==> config.mk <==
export PLATFORM = sky130hd
export DESIGN_NAME = wkl_stop_wake
export DESIGN_NICKNAME = d
export VERILOG_FILES = /design/src/hdl/wkl_pkg.sv /design/src/hdl/wkl_edge.sv /design/src/hdl/wkl_stop_wake.sv
export SDC_FILE = /design/constraint.sdc
export NUM_CORES = 1
export LEC_CHECK = 0
export BUFFER_PORTS_ARGS = -buffer_cell sky130_fd_sc_hd__buf_2
export CORE_MARGIN = 2
export CORE_UTILIZATION = 51
export CTS_CLUSTER_DIAMETER = 80
export DETAILED_ROUTE_END_ITERATION = 16
export PLACE_DENSITY = 0.77
export SLEW_MARGIN = 20
export SYNTH_ARGS = -nofsm -noshare
export SYNTH_HDL_FRONTEND = slang
export SYNTH_SLANG_ARGS = --single-unit
==> constraint.sdc <==
create_clock -name CLK -period 2.7 [get_ports CLK]
set_input_delay 0.54 -clock CLK [delete_from_list [all_inputs] [get_ports CLK]]
set_output_delay 0.54 -clock CLK [all_outputs]
set_load 0.02 [all_outputs]
==> src/hdl/wkl_pkg.sv <==
package wkl_pkg;
  // number of wake-up lines handled by the block
  localparam int WKL_LINES = 16;
  // apb byte addresses, one aligned word per register
  localparam logic [7:0] OFS_WAKE_CTRL = 8'h00;
  localparam logic [7:0] OFS_WAKE_MASK = 8'h04;
  localparam logic [7:0] OFS_WAKE_POL = 8'h08;
  localparam logic [7:0] OFS_WAKE_PEND = 8'h0C;
  localparam logic [7:0] OFS_STOP_STAT = 8'h10;
  localparam logic [7:0] OFS_TOP_CTRL = 8'h14;
  localparam logic [7:0] OFS_EXT_CTRL = 8'h18;
  // wake_control_reg bit positions
  localparam int CTRL_STOP = 2;
  localparam int CTRL_SRC = 1;
  localparam int CTRL_WAKE = 0;
  // stop status bit positions
  localparam int STAT_EXIT = 0;
  localparam int STAT_HALT = 1;
  // top level control bit positions
  localparam int TOP_POL = 0;
  localparam int TOP_EN = 1;
  localparam int TOP_GIE = 2;
  localparam int TOP_NM = 3;
  localparam int TOP_PEND = 4;
  // shared channel bit positions
  localparam int EXT_MASK = 0;
  localparam int EXT_PEND = 1;
  // reset values and stop write sequence steps
  localparam logic [15:0] WAKE_RST = 16'h0000;
  localparam logic [1:0] STEP_IDLE = 2'h0;
  localparam logic [1:0] STEP_ONE = 2'h1;
  localparam logic [1:0] STEP_ZERO = 2'h2;
  localparam logic [1:0] STEP_BROKEN = 2'h3;
  // oscillator restart delay, a least time, so it rounds up
  localparam int CLK_PERIOD_NS = 8;
  localparam int OSC_RESTART_NS = 2000;
  localparam int OSC_RESTART_CYC = (OSC_RESTART_NS + CLK_PERIOD_NS - 1) / CLK_PERIOD_NS;
  localparam int CNT_W = 9;
  localparam logic [CNT_W-1:0] CNT_LOAD = CNT_W'(OSC_RESTART_CYC - 1);
  // address type of the register bus
  typedef logic [7:0] wkl_addr_t;
  // control register fields
  typedef struct packed {
    logic stop;
    logic src_sel;
    logic wake_mode;
  } wkl_ctrl_t;
  localparam wkl_ctrl_t CTRL_RST = 3'h0;
  // power state of the core clock
  typedef enum {WKL_RUN, WKL_STOPPED, WKL_RESTART} wkl_state_t;
endpackage

==> src/hdl/wkl_edge.sv <==
module wkl_edge #(
  parameter int N = 17
) (
  input wire logic clk,
  input wire logic rst,
  input wire logic [N-1:0] pin,
  output logic [N-1:0] lvl,
  output logic [N-1:0] rise,
  output logic [N-1:0] fall
);
  import wkl_pkg::*;
  // one synchroniser and edge detector per input line
  genvar i;
  for (i = 0; i < N; i++) begin : g_line
    logic meta_q; // first stage, read only by the second
    logic sync_q; // stable level
    logic prev_q; // level one cycle earlier
    // two-flop synchroniser then a delay for edge detection
    always_ff @(posedge clk) begin
      if (rst) begin
        meta_q <= 1'b0;
        sync_q <= 1'b0;
        prev_q <= 1'b0;
      end else begin
        meta_q <= pin[i];
        sync_q <= meta_q;
        prev_q <= sync_q;
      end
    end
    assign lvl[i] = sync_q;
    assign rise[i] = sync_q & ~prev_q;
    assign fall[i] = ~sync_q & prev_q;
  end
endmodule

==> src/hdl/wkl_stop_wake.sv <==
// Behaviour
// - irq or dma ack aborts sequence, flags zero
// - good sequence with nmi low enters stop
// - wake line exit clears stop, sets exit
// - nmi exit keeps stop set, sets exit
// - nmi high on third write refuses stop
// - later nmi fall never enters stop
// - nmi rise in sequence aborts entry
// - wake event in sequence aborts, pending kept
// - exit flag sticky; filtered entry reads reset
// - unmasked wake line ends stop after restart
// - nmi rising edge is extra wake source
// - pending bits edge set, clearable while active
// - top pending on nmi edge, gated request
// - unmaskable bit sticky; request needs new edge
// - held nmi gives no stop, no service
// - nmi low before third write allows entry
// - shared channel triggers on rising edge only
// - clearing one pending re-raises shared edge
// - one zero one in consecutive writes
// - entry needs nmi low, mode, mask, clean
// - polarity bit picks falling or rising edge
// - source and mode bits gate requests
//
// Our own choices: the APB register port and the register addresses.
module wkl_stop_wake (
  input wire logic CLK,
  input wire logic SYS_RST,
  input wire logic PSEL,
  input wire logic PENABLE,
  input wire logic PWRITE,
  input wire wkl_pkg::wkl_addr_t PADDR,
  input wire logic [31:0] PWDATA,
  output logic [31:0] PRDATA,
  output logic PREADY,
  output logic PSLVERR,
  input wire logic [15:0] WAKE_LINES,
  input wire logic NMI,
  input wire logic IRQ_DMA_ACK,
  output logic STOP_MODE,
  output logic EXT_IRQ,
  output logic TOP_IRQ
);
  import wkl_pkg::*;

  wkl_ctrl_t ctrl_q, ctrl_d; // wake_control_reg
  logic [15:0] mask_q; // wake_mask_high and low
  logic [15:0] pol_q; // wake_polarity_high and low
  logic [15:0] pend_q, pend_d; // wake_pending_high and low
  logic exit_q, exit_d; // stop_exit_flag
  logic [4:0] top_q, top_d; // top level control and pending
  logic [1:0] ext_q, ext_d; // shared channel mask and pending
  logic [1:0] step_q, step_d; // position in the stop write sequence
  wkl_state_t state_q, state_d; // core clock state
  logic [CNT_W-1:0] cnt_q, cnt_d; // oscillator restart counter
  logic cause_nmi_q, cause_nmi_d; // stop was ended by nmi
  logic shared_prev_q; // shared line one cycle earlier
  logic [31:0] rdata_q; // read data captured in setup phase

  // bus decode
  wire apb_wr = PSEL & PENABLE & PWRITE;
  wire apb_setup_rd = PSEL & ~PENABLE & ~PWRITE;
  wire hit_ctrl = (PADDR == OFS_WAKE_CTRL);
  wire hit_mask = (PADDR == OFS_WAKE_MASK);
  wire hit_pol = (PADDR == OFS_WAKE_POL);
  wire hit_pend = (PADDR == OFS_WAKE_PEND);
  wire hit_stat = (PADDR == OFS_STOP_STAT);
  wire hit_top = (PADDR == OFS_TOP_CTRL);
  wire hit_ext = (PADDR == OFS_EXT_CTRL);
  wire mapped = hit_ctrl | hit_mask | hit_pol | hit_pend | hit_stat | hit_top | hit_ext;
  wire wr_ctrl = apb_wr & hit_ctrl;
  wire wr_pol = apb_wr & hit_pol;
  wire wr_pend = apb_wr & hit_pend;
  wire wr_stat = apb_wr & hit_stat;
  wire wr_top = apb_wr & hit_top;
  wire wr_ext = apb_wr & hit_ext;
  // any register write other than the stop bit breaks the sequence
  wire wr_other = apb_wr & ~hit_ctrl;
  wire wr_stop_bit = PWDATA[CTRL_STOP];

  // synchronised pins and their edges
  logic [16:0] pin_lvl, pin_rise, pin_fall;
  wkl_edge #(.N(17)) u_edge (
    .clk(CLK),
    .rst(SYS_RST),
    .pin({NMI, WAKE_LINES}),
    .lvl(pin_lvl),
    .rise(pin_rise),
    .fall(pin_fall)
  );
  wire nmi_lvl = pin_lvl[16];
  wire nmi_rise = pin_rise[16];
  wire nmi_fall = pin_fall[16];

  // per-line edge selection; 1 picks rising, 0 falling
  wire [15:0] wake_edge = (pol_q & pin_rise[15:0]) | (~pol_q & pin_fall[15:0]);
  // an edge that lands while polarity is rewritten is dropped
  wire [15:0] pend_set = wake_edge & ~{16{wr_pol}};
  wire [15:0] pend_live = pend_q & mask_q;
  wire any_live = |pend_live;
  // shared channel input and wake event gating
  wire shared_in = ctrl_q.src_sel & any_live;
  wire wake_ev = ctrl_q.wake_mode & any_live;
  // channel fires on the rising edge of the combined line only
  wire shared_rise = shared_in & ~shared_prev_q;
  // a write that clears a live pending drops the line for a cycle
  wire pend_cleared = wr_pend & (|(pend_live & ~PWDATA[15:0]));
  wire shared_seen = shared_in & ~pend_cleared;
  // top level edge follows its polarity bit
  wire top_edge = top_q[TOP_POL] ? nmi_rise : nmi_fall;

  // sequence events
  wire in_seq = (step_q != STEP_IDLE);
  // ack, nmi rising edge, fresh unmasked pending or foreign write
  wire abort = in_seq & (IRQ_DMA_ACK | nmi_rise | (|(pend_set & mask_q)) | wr_other);
  wire third_wr = wr_ctrl & (step_q == STEP_ZERO) & wr_stop_bit & ~abort;
  // entry conditions checked at the third write
  wire entry_ok = ctrl_q.wake_mode & ~any_live & (|mask_q);
  // nmi level sampled only at the third write
  wire third_refuse = third_wr & nmi_lvl;
  wire third_enter = third_wr & ~nmi_lvl & entry_ok;
  wire cnt_done = (cnt_q == '0);
  wire exit_now = (state_q == WKL_RESTART) & cnt_done;

  // sequence step tracking
  always_comb begin
    step_d = step_q;
    if (state_q != WKL_RUN) begin
      step_d = STEP_IDLE;
    end else if (abort) begin
      // a broken sequence waits for a zero write before a new try
      step_d = STEP_BROKEN;
    end else if (wr_ctrl) begin
      case (step_q)
        STEP_IDLE: step_d = wr_stop_bit ? STEP_ONE : STEP_IDLE;
        STEP_ONE: step_d = wr_stop_bit ? STEP_ONE : STEP_ZERO;
        STEP_ZERO: step_d = STEP_IDLE;
        STEP_BROKEN: step_d = wr_stop_bit ? STEP_BROKEN : STEP_IDLE;
        default: step_d = STEP_IDLE;
      endcase
    end
  end

  // control register and stop bit next value
  always_comb begin
    ctrl_d = ctrl_q;
    if (wr_ctrl) begin
      ctrl_d.src_sel = PWDATA[CTRL_SRC];
      ctrl_d.wake_mode = PWDATA[CTRL_WAKE];
      ctrl_d.stop = wr_stop_bit;
    end
    if (wr_ctrl && step_q == STEP_BROKEN) begin
      // rest of a broken sequence must not set the bit
      ctrl_d.stop = 1'b0;
    end
    if (third_wr) begin
      // refused by nmi keeps the bit, bad conditions clear it
      ctrl_d.stop = third_refuse | third_enter;
    end
    if (abort) begin
      ctrl_d.stop = 1'b0;
    end
    if (exit_now && !cause_nmi_q) begin
      ctrl_d.stop = 1'b0; // wake line exit clears the bit
    end
  end

  // power state machine
  always_comb begin
    state_d = state_q;
    cnt_d = cnt_q;
    cause_nmi_d = cause_nmi_q;
    case (state_q)
      WKL_RUN: begin
        // a held nmi after its fall is never looked at again
        if (third_enter) begin
          state_d = WKL_STOPPED;
        end
      end
      WKL_STOPPED: begin
        // unmasked wake line or nmi rise ends stop
        if (wake_ev || nmi_rise) begin
          state_d = WKL_RESTART;
          cnt_d = CNT_LOAD;
          cause_nmi_d = ~wake_ev;
        end
      end
      WKL_RESTART: begin
        // clock held until the oscillator has settled
        if (cnt_done) begin
          state_d = WKL_RUN;
        end else begin
          cnt_d = cnt_q - 1'b1;
        end
      end
      default: state_d = WKL_RUN;
    endcase
  end

  // exit flag: set on real exit, cleared by software or filtered entry
  always_comb begin
    exit_d = exit_q;
    if (wr_stat && !PWDATA[STAT_EXIT]) begin
      exit_d = 1'b0;
    end
    if (abort || third_refuse) begin
      exit_d = 1'b0; // filtered entry reads reset
    end
    if (exit_now) begin
      exit_d = 1'b1; // set wins over a clear
    end
  end

  // pending bits: software writes, edges set and win
  always_comb begin
    pend_d = wr_pend ? PWDATA[15:0] : pend_q;
    pend_d = pend_d | pend_set;
  end

  // top level bits; unmaskable only ever sets
  always_comb begin
    top_d = top_q;
    if (wr_top) begin
      top_d[TOP_GIE:TOP_POL] = PWDATA[TOP_GIE:TOP_POL];
      top_d[TOP_NM] = top_q[TOP_NM] | PWDATA[TOP_NM];
      top_d[TOP_PEND] = PWDATA[TOP_PEND];
    end
    if (top_edge) begin
      top_d[TOP_PEND] = 1'b1; // a held level gives no edge
    end
  end

  // shared channel; clearing one of several pendings re-arms it
  always_comb begin
    ext_d = ext_q;
    if (wr_ext) begin
      ext_d = PWDATA[EXT_PEND:EXT_MASK];
    end
    if (shared_rise) begin
      ext_d[EXT_PEND] = 1'b1;
    end
  end

  // read mux, reserved bits zero
  logic [31:0] rd_mux;
  always_comb begin
    rd_mux = 32'h0000_0000;
    if (hit_ctrl) rd_mux[2:0] = ctrl_q;
    if (hit_mask) rd_mux[15:0] = mask_q;
    if (hit_pol) rd_mux[15:0] = pol_q;
    if (hit_pend) rd_mux[15:0] = pend_q;
    if (hit_stat) rd_mux[STAT_HALT:STAT_EXIT] = {(state_q != WKL_RUN), exit_q};
    if (hit_top) rd_mux[4:0] = top_q;
    if (hit_ext) rd_mux[1:0] = ext_q;
  end

  // register update
  always_ff @(posedge CLK) begin
    if (SYS_RST) begin
      ctrl_q <= CTRL_RST;
      mask_q <= WAKE_RST;
      pol_q <= WAKE_RST;
      pend_q <= WAKE_RST;
      exit_q <= 1'b0;
      top_q <= 5'h00;
      ext_q <= 2'h0;
    end else begin
      ctrl_q <= ctrl_d;
      mask_q <= (apb_wr && hit_mask) ? PWDATA[15:0] : mask_q;
      pol_q <= wr_pol ? PWDATA[15:0] : pol_q;
      pend_q <= pend_d;
      exit_q <= exit_d;
      top_q <= top_d;
      ext_q <= ext_d;
    end
  end

  // sequencer, state and bus read capture
  always_ff @(posedge CLK) begin
    if (SYS_RST) begin
      step_q <= STEP_IDLE;
      state_q <= WKL_RUN;
      cnt_q <= '0;
      cause_nmi_q <= 1'b0;
      shared_prev_q <= 1'b0;
      rdata_q <= 32'h0000_0000;
    end else begin
      step_q <= step_d;
      state_q <= state_d;
      cnt_q <= cnt_d;
      cause_nmi_q <= cause_nmi_d;
      shared_prev_q <= shared_seen;
      rdata_q <= apb_setup_rd ? rd_mux : rdata_q;
    end
  end

  // zero wait state slave; unmapped access flags an error
  assign PREADY = 1'b1;
  assign PSLVERR = PSEL & PENABLE & ~mapped;
  assign PRDATA = rdata_q;
  assign STOP_MODE = (state_q != WKL_RUN);
  // channel request needs its mask and the global enable
  assign EXT_IRQ = ext_q[EXT_PEND] & ext_q[EXT_MASK] & top_q[TOP_GIE];
  // top request: unmaskable, or enabled and globally enabled
  assign TOP_IRQ = top_q[TOP_PEND] & (top_q[TOP_NM] | (top_q[TOP_EN] & top_q[TOP_GIE]));
endmodule

==> results of run 1 <==
## power groups by stage
stage	combinational [mW]	sequential [mW]	clock, mW
4_1_cts	0.255	2.16	2.22
2_1_floorplan	0.159	2.21	0
3_5_place_dp	0.254	2.21	0
3_3_place_gp	0.248	2.20	0
6_report	0.256	2.16	2.19
5_1_grt	0.280	2.17	2.31
## layout by cell type, fill, tap and decap left out, types with 4 or more instances in the layout
| cell type | instances |
|---|---|
| and3b_1 | 7 |
| o21ai_0 | 15 |
| xnor2_1 | 4 |
| clkbuf_8 | 4 |
| clkinv_2 | 5 |
| and3_1 | 5 |
| nor3_1 | 23 |
| nor4bb_1 | 6 |
| a211oi_1 | 6 |
| inv_1 | 7 |
| a221o_1 | 11 |
| nor2b_1 | 56 |
| dfxtp_1 | 141 |
| nand2b_1 | 11 |
| or3_1 | 4 |
| nand2_1 | 140 |
| a31oi_1 | 18 |
| buf_2 | 65 |
| mux2i_1 | 6 |
| nor4_1 | 10 |
| buf_4 | 26 |
| o22ai_1 | 12 |
| nand3_1 | 7 |
| a21oi_1 | 65 |
| conb_1 | 17 |
| clkbuf_16 | 17 |
| nand4_1 | 7 |
| nand4b_1 | 6 |
| nor2_1 | 34 |
| nand3b_1 | 5 |
| nor3b_1 | 10 |
## worst paths after layout
path / end / slack (ns) / cells past startpoint
max reg2reg: state_q[0] / 0.19 / 7
max: state_q[0] / 0.19 / 7
min reg2reg: u_edge.g_line[12].sync_q / 0.43 / 1
min: u_edge.g_line[6].meta_q / 0.32 / 2
## synth_stat cells, drive strengths merged (4+ instances only)
cell type / n
nor2: 34
or3: 4
inv: 7
nor3: 25
nand4b: 6
dfxtp: 141
nor2b: 56
xnor2: 4
o22ai: 12
clkbuf: 32
and3: 5
nand2: 140
nand4: 7
o21ai: 15
and3b: 7
nor3b: 10
nand3: 7
nor4: 12
a21oi: 65
nor4bb: 6
nand2b: 11
buf: 21
a31oi: 18
mux2i: 6
a221o: 11
nand3b: 5
a211oi: 6
## cells by family (layout without fill, tap and decap cells)
logic type,count (synthesis),after routing
buf+inv,60,130
other cells,2,17
flops,141,141
compound gates,146,146
fa+ha+maj,1,1
xor+xnor,6,6
simple gates,351,351
mux,12,12
## per-stage QoR
step | cells | setup slack (ns) | util | hold WS [ns] | TNS, ns
finish | 947 | 0.194 | 0.621 | 0.321 | 0
CTS | 947 | 0.110 | 0.620 | 0.308 | 0
detailed placement | 916 | -0.0439 | 0.572 | 0.423 | -0.0721
global placement | 916 | -0.00876 | 0.572 | 0.417 | -0.00876
global route | 947 | 0.0201 | 0.621 | 0.321 | 0
floorplan | 734 | 0.0881 | - | 0.414 | 0
## worst max-delay path, stage by stage, from the launching register on
cell and delay (ns):
dfxtp_1 0.36, and4b_1 0.24, nor4_2 0.34, nand4_1 0.14, a2111o_1 0.41, nor4_2 0.27
o211ai_1 0.21, o41ai_1 0.41
## layer usage
metal | share of wire | vias to the layer above | global-route usage | routed length [µm]
li1 | - | 2663 | - | -
met1 | 0.45 | 2657 | 0.367 | 7460
met2 | 0.45 | 248 | 0.407 | 7560
met3 | 0.076 | 34 | 0.0648 | 1270
met4 | 0.025 | 0 | 0.116 | 416
met5 | 0 | - | 0 | 0
## registers in the layout, indices dropped and copies added (netlist names), 5 cells and up
register	cells
u_edge.g_line.meta_q	17
u_edge.g_line.prev_q	17
u_edge.g_line.sync_q	17
PRDATA	16
mask_q	16
pend_q	16
pol_q	16
cnt_q	9
top_q	5
## what timing repair did
action,in CTS,in global routing
hold buffers,0,0
setup endpoints to repair,0,4
resized for setup,0,2
## layout make-up
| type | instances | area share |
|---|---|---|
| clock buffer | 24 | 0.0684 |
| clock inverter | 7 | 0.00871 |
| inverter | 7 | 0.00366 |
| multi-input combinational | 533 | 0.426 |
| sequential | 141 | 0.393 |
| tap | 143 | 0.0249 |
| timing repair buffer | 92 | 0.0752 |
==> key figures, run 1 <==
Clock network
  • Longest Clk Path Bufs: 2
  • H-Tree Depth: 4
  • CTS tree: built
  • Clock sink count: 141
  • Setup repair bufs after CTS: 0
  • Worst-path clk slew: 0.06 ns
  • CTS Buf Count: 17
  • Clock root cell: clkbuf_16
  • Worst skew pair latency: 0.43 ns

Timing
  • Slew Limit Fails: 0
  • RSZ-0062 raised after global routing: false
  • Setup Skew: 0.00451 ns
  • Finish-stage setup viols: 0
  • Worst-margin pin slew: 0.616 ns
  • FMAX: 0.399 GHz
  • Rel. slew slack: 0.590
  • Final hold viol count: 0
  • Ratio of final minimum period to clock period: 0.928
  • Final min period: 2.51 ns

Worst hold path
  • Type of the worst min-delay path: in -> reg
  • Hold path start: WAKE_LINES[6]

Synth
  • Main synth FF type: dfxtp_1
  • Post-synthesis cell type count: 57
  • Largest family of logic cells by synthesized area: simple AND/OR/NAND/NOR gates
  • Cell accounting for the most synthesized area: dfxtp_1
  • Adder-cell share of the synthesized area: 0.00205
  • Cells after Synth: 719
  • Multiplexer area fraction after synthesis: 0.0264
  • Post-synthesis compound-gate area fraction: 0.149
  • Cell area after synthesis: 6110 µm²
  • Synth top area cells: dfxtp_1 46%, nand2_1 8.6%, nor2b_1 5.7%
  • Mean cell area of the mapped netlist: 8.49 µm²
  • Post-synth EDFFs: 0
  • Yosys top cell area share: 0.462
  • XOR/XNOR share of the synthesized area: 0.00861
  • YS warnings: 0
  • Post-synthesis simple-gate area fraction: 0.302
  • Share of flip-flops with an asynchronous set or reset: 0
  • Flops & latches, synth: 141
  • Sequential area share after synthesis: 0.462

Critical path
  • Critical Setup Path Class: reg -> reg
  • WP data arrival: 2.82 ns
  • CP required: 3.01 ns
  • Reg-to-Reg Start: u_edge.g_line[9].prev_q
  • Largest fanout on the critical path: 4
  • Critical path origin: u_edge.g_line[9].prev_q
  • CP Launch Type: flip-flop
  • Crit end category: flip-flop

Global route
  • Gr usage total: 0.268
  • Total gr overflow: 0
  • Vias in the first global route: 5248
  • Antenna violations before repair: 0
  • First-pass GRT wire length: 26900 µm
  • Largest net degree at the start of global routing: 128

Power
  • Maximum vdd drop: 0.000391 V
  • Sw Share: 0.224
  • Psw: 1.03 mW
  • Clk pwr share: 0.475
  • P per Cell Area: 641 nW/µm²
  • Tot Pwr: 4.61 mW
  • Seq pwr share: 0.469
  • Internal: 3.57 mW
  • Comb pwr share: 0.056
  • Static Leak: 2.79 nW

Placement
  • DP Wirelength: 11900 µm
  • Placed Area: 6620 µm²
  • Global placer's final weighted congestion: 0.949
  • PortBufs: 66

Floorplanning
  • Core area: 11600 µm²
  • Die Ht: 113 µm
  • Io pins: 100
  • Rows: 39
  • Die area: 12900 µm²
  • Die width: 113 µm
  • Starting Density: 0.528

Run status
  • Status: finished, final reports clean

Layout
  • Layout net count: 856
  • Fin area: 7180 µm²
  • Footprint of the multi-input gates: 3060 µm²
  • Fillers: 1000
  • Share of cells above drive strength 1: 0.168
  • Area delta synth->final: 17.7%
  • # diodes: 0
  • Reg area: 2820 µm²

Drt
  • Drt pass-1 iters: 5
  • Routed len/inst: 17.6 µm
  • DRT iter0 DRCs: 564
  • Vias per cell: 5.92
  • Total length of routed wires: 16700 µm
  • DRC viols: 0
  • Post-DRT Antenna Nets: 0
  • Via count: 5602

Run
  • Max_cap viols: 0
Power figures use the tool's default switching activity.
==> inputs of run 2 (changes only) <==
--- a/config.mk
+++ b/config.mk
@@ -7,10 +7,10 @@
 export LEC_CHECK = 0
 export BUFFER_PORTS_ARGS = -buffer_cell sky130_fd_sc_hd__buf_2
 export CORE_MARGIN = 2
-export CORE_UTILIZATION = 51
+export CORE_UTILIZATION = 40
 export CTS_CLUSTER_DIAMETER = 80
 export DETAILED_ROUTE_END_ITERATION = 16
-export PLACE_DENSITY = 0.77
+export PLACE_DENSITY = 0.63
 export SLEW_MARGIN = 20
 export SYNTH_ARGS = -nofsm -noshare
 export SYNTH_HDL_FRONTEND = slang
==> constraint.sdc (replaced) <==
create_clock -name CLK -period 2.7 [get_ports CLK]
set_input_delay 0.675 -clock CLK [delete_from_list [all_inputs] [get_ports CLK]]
set_output_delay 0.675 -clock CLK [all_outputs]
set_load 0.02 [all_outputs]
==> run 2 against run 1 <==
- maximum frequency down 4.1%
- combinational power up 2%
- first-iteration DRC count up 4.6%
- critical path depth down 2
- worst setup slack worse by 0.11 ns
- sequential cell count unchanged
- sequential share of layout area down 1.1 points
- sequential power about the same
- via count down 1.6%
- highest routed layer unchanged
==> key figures, run 2 (synthesis gave the netlist of run 1 again) <==
Power
  • Maximum vdd drop: 0.000446 V (+14%)
  • Static Leak: 2.87 nW (+2.9%)
  • P per Cell Area: 664 nW/µm² (+3.5%)

Drt
  • Routed len/inst: 17.2 µm (-2.3%)
  • Drt pass-1 iters: 5 (unchanged)
  • Total length of routed wires: 17300 µm (+3.3%)
  • Post-DRT Antenna Nets: 0 (unchanged)
  • Via count: 5512 (-1.6%)
  • Vias per cell: 5.51 (-6.9%)
  • DRT iter0 DRCs: 590 (+4.6%)
  • DRC viols: 0 (unchanged)

Clock network
  • Worst skew pair latency: 0.42 ns (about the same)
  • Clock sink count: 141 (unchanged)
  • Longest Clk Path Bufs: 2 (unchanged)
  • H-Tree Depth: 4 (unchanged)
  • Setup repair bufs after CTS: 0 (unchanged)
  • CTS Buf Count: 17 (unchanged)
  • CTS tree: built
  • Worst-path clk slew: 0.05 ns (about the same)
  • Clock root cell: clkbuf_16

Timing
  • Setup Skew: 0.00572 ns (+0.00121 ns)
  • Rel. slew slack: 0.558 (-0.0313)
  • Worst-margin pin slew: 0.663 ns (+0.0469 ns)
  • Final hold viol count: 0 (unchanged)
  • FMAX: 0.383 GHz (-4.1%)
  • Ratio of final minimum period to clock period: 0.968 (+0.0394)
  • Slew Limit Fails: 0 (unchanged)
  • Setup TNS: 0 ns (unchanged)
  • Final min period: 2.61 ns (+0.106 ns)
  • RSZ-0062 raised after global routing: false
  • Finish-stage setup viols: 0 (unchanged)

Critical path
  • Largest fanout on the critical path: 4 (unchanged)
  • FF-to-FF path depth: 10 (+3)
  • Critical Setup Path Class: in -> out
  • Max incr delay on CP: 0.55 ns (+0.14 ns)
  • Crit end category: primary output
  • CP Cell Sequence: buf_2 > or4_4 > nor3_1 > nor4_1 > buf_2
  • Most frequent CP cell: buf_2
  • CP max stage cell: or4_4
  • CP Launch Type: input pin
  • WP data arrival: 1.94 ns (-0.88 ns)
  • CP required: 2.03 ns (-0.98 ns)

Layout
  • Fin area: 7390 µm² (+2.9%)
  • Most common cell after layout, fill and taps aside: dfxtp_1
  • Biggest regs: u_edge.g_line.meta_q: 17 flops, u_edge.g_line.prev_q: 17 flops, u_edge.g_line.sync_q: 17 flops
  • Layout net count: 864 (+0.93%)
  • Area delta synth->final: 21.1%
  • Share of cells above drive strength 1: 0.176 (+0.00798)
  • Post-layout util: 0.492 (-0.130)
  • Most frequent cells in the layout: 141 x dfxtp_1, 140 x nand2_1, 65 x buf_2
  • Footprint of the multi-input gates: 3070 µm² (+0.12%)
  • # diodes: 0 (unchanged)
  • Reg area: 2820 µm² (unchanged)
  • Fillers: 1455 (+46%)

Global route
  • Gr usage total: 0.215 (-0.0535)
  • First-pass GRT wire length: 27100 µm (+0.72%)
  • Vias in the first global route: 5114 (-2.6%)
  • Antenna violations before repair: 0 (unchanged)
  • Total gr overflow: 0 (unchanged)
  • Largest net degree at the start of global routing: 96 (-25%)

Floorplanning
  • Die area: 16300 µm² (+26%)
  • Die width: 128 µm (+12%)
  • Die Ht: 128 µm (+12%)
  • Core area: 15000 µm² (+30%)
  • Starting Density: 0.406 (-0.122)
  • Io pins: 100 (unchanged)
  • Rows: 45 (+15%)

Worst hold path
  • Hold depth: 1 (-1)
  • Type of the worst min-delay path: reg -> reg

Run status
  • Status: finished, final reports clean

Placement
  • Global placer's final weighted congestion: 0.907 (-4.4%)
  • Placed Area: 6760 µm² (+2.1%)
  • DP Wirelength: 12200 µm (+2.5%)
  • PortBufs: 66 (unchanged)

Run
  • Max_cap viols: 0 (unchanged)
[run 2: changes by cell type in the layout (fill, tap and decap cells not counted), moves of 2 or more]
cell       change
buf_4          +7
bufinv_16      +3
clkbuf_1       +2
clkinv_2       -3
nor4_1         +2
nor4_2         -2
[run 2: layout make-up]
class | count | share of cell area
clock buffer | 26 | 0.0675
clock inverter | 6 | 0.0176
inverter | 7 | 0.00355
multi-input combinational | 533 | 0.415
sequential | 141 | 0.382
tap | 188 | 0.0318
timing repair buffer | 100 | 0.0829
[run 2: power breakdown]
| group | internal, mW | switching [mW] |
|---|---|---|
| clock | 1.64 | 0.842 |
| sequential | 2.13 | 0.0281 |
| combinational | 0.0937 | 0.166 |
| total | 3.87 | 1.04 |
[run 2: path summary, 6_finish.rpt]
check,slack [ns],end,startpoint
setup / recovery,0.09,PSLVERR,PADDR[5]
setup reg to reg,0.11,step_q[0],u_edge.g_line[9].prev_q
hold reg to reg,0.43,u_edge.g_line[4].sync_q,u_edge.g_line[4].meta_q
hold / removal,0.43,u_edge.g_line[4].sync_q,u_edge.g_line[4].meta_q
[run 2: layer usage]
| layer | wire length, µm | up-vias | global-route usage |
|---|---|---|---|
| li1 | - | 2670 | - |
| met1 | 8000 | 2603 | 0.300 |
| met2 | 7830 | 215 | 0.333 |
| met3 | 1160 | 24 | 0.0456 |
| met4 | 266 | 0 | 0.0698 |
| met5 | 0 | - | 0 |
[run 2: worst max-delay path, delay by kind of cell]
kind | cells | cell delay (ns)
and+or+nand+nor | 3 | 0.98
buffers and inverters | 2 | 0.28
[run 2: stage by stage]
| step | instances | setup WS [ns] | hold WS (ns) | power (mW) |
|---|---|---|---|---|
| 2_1_floorplan | 734 | 0.00576 | 0.414 | 2.37 |
| 3_3_place_gp | 969 | -0.166 | 0.417 | 2.45 |
| 3_5_place_dp | 969 | -0.201 | 0.421 | 2.46 |
| 4_1_cts | 1001 | 0.0852 | 0.434 | 4.93 |
| 5_1_grt | 1001 | 0.00761 | 0.457 | 5.06 |
| 6_report | 1001 | 0.0877 | 0.432 | 4.91 |
[run 2: repair_timing]
item / CTS / global route
hold buffers: 0 / 0
resized for setup: 0 / 1
setup endpoints to repair: 0 / 1
endpoints found under the hold margin: 0 / 0
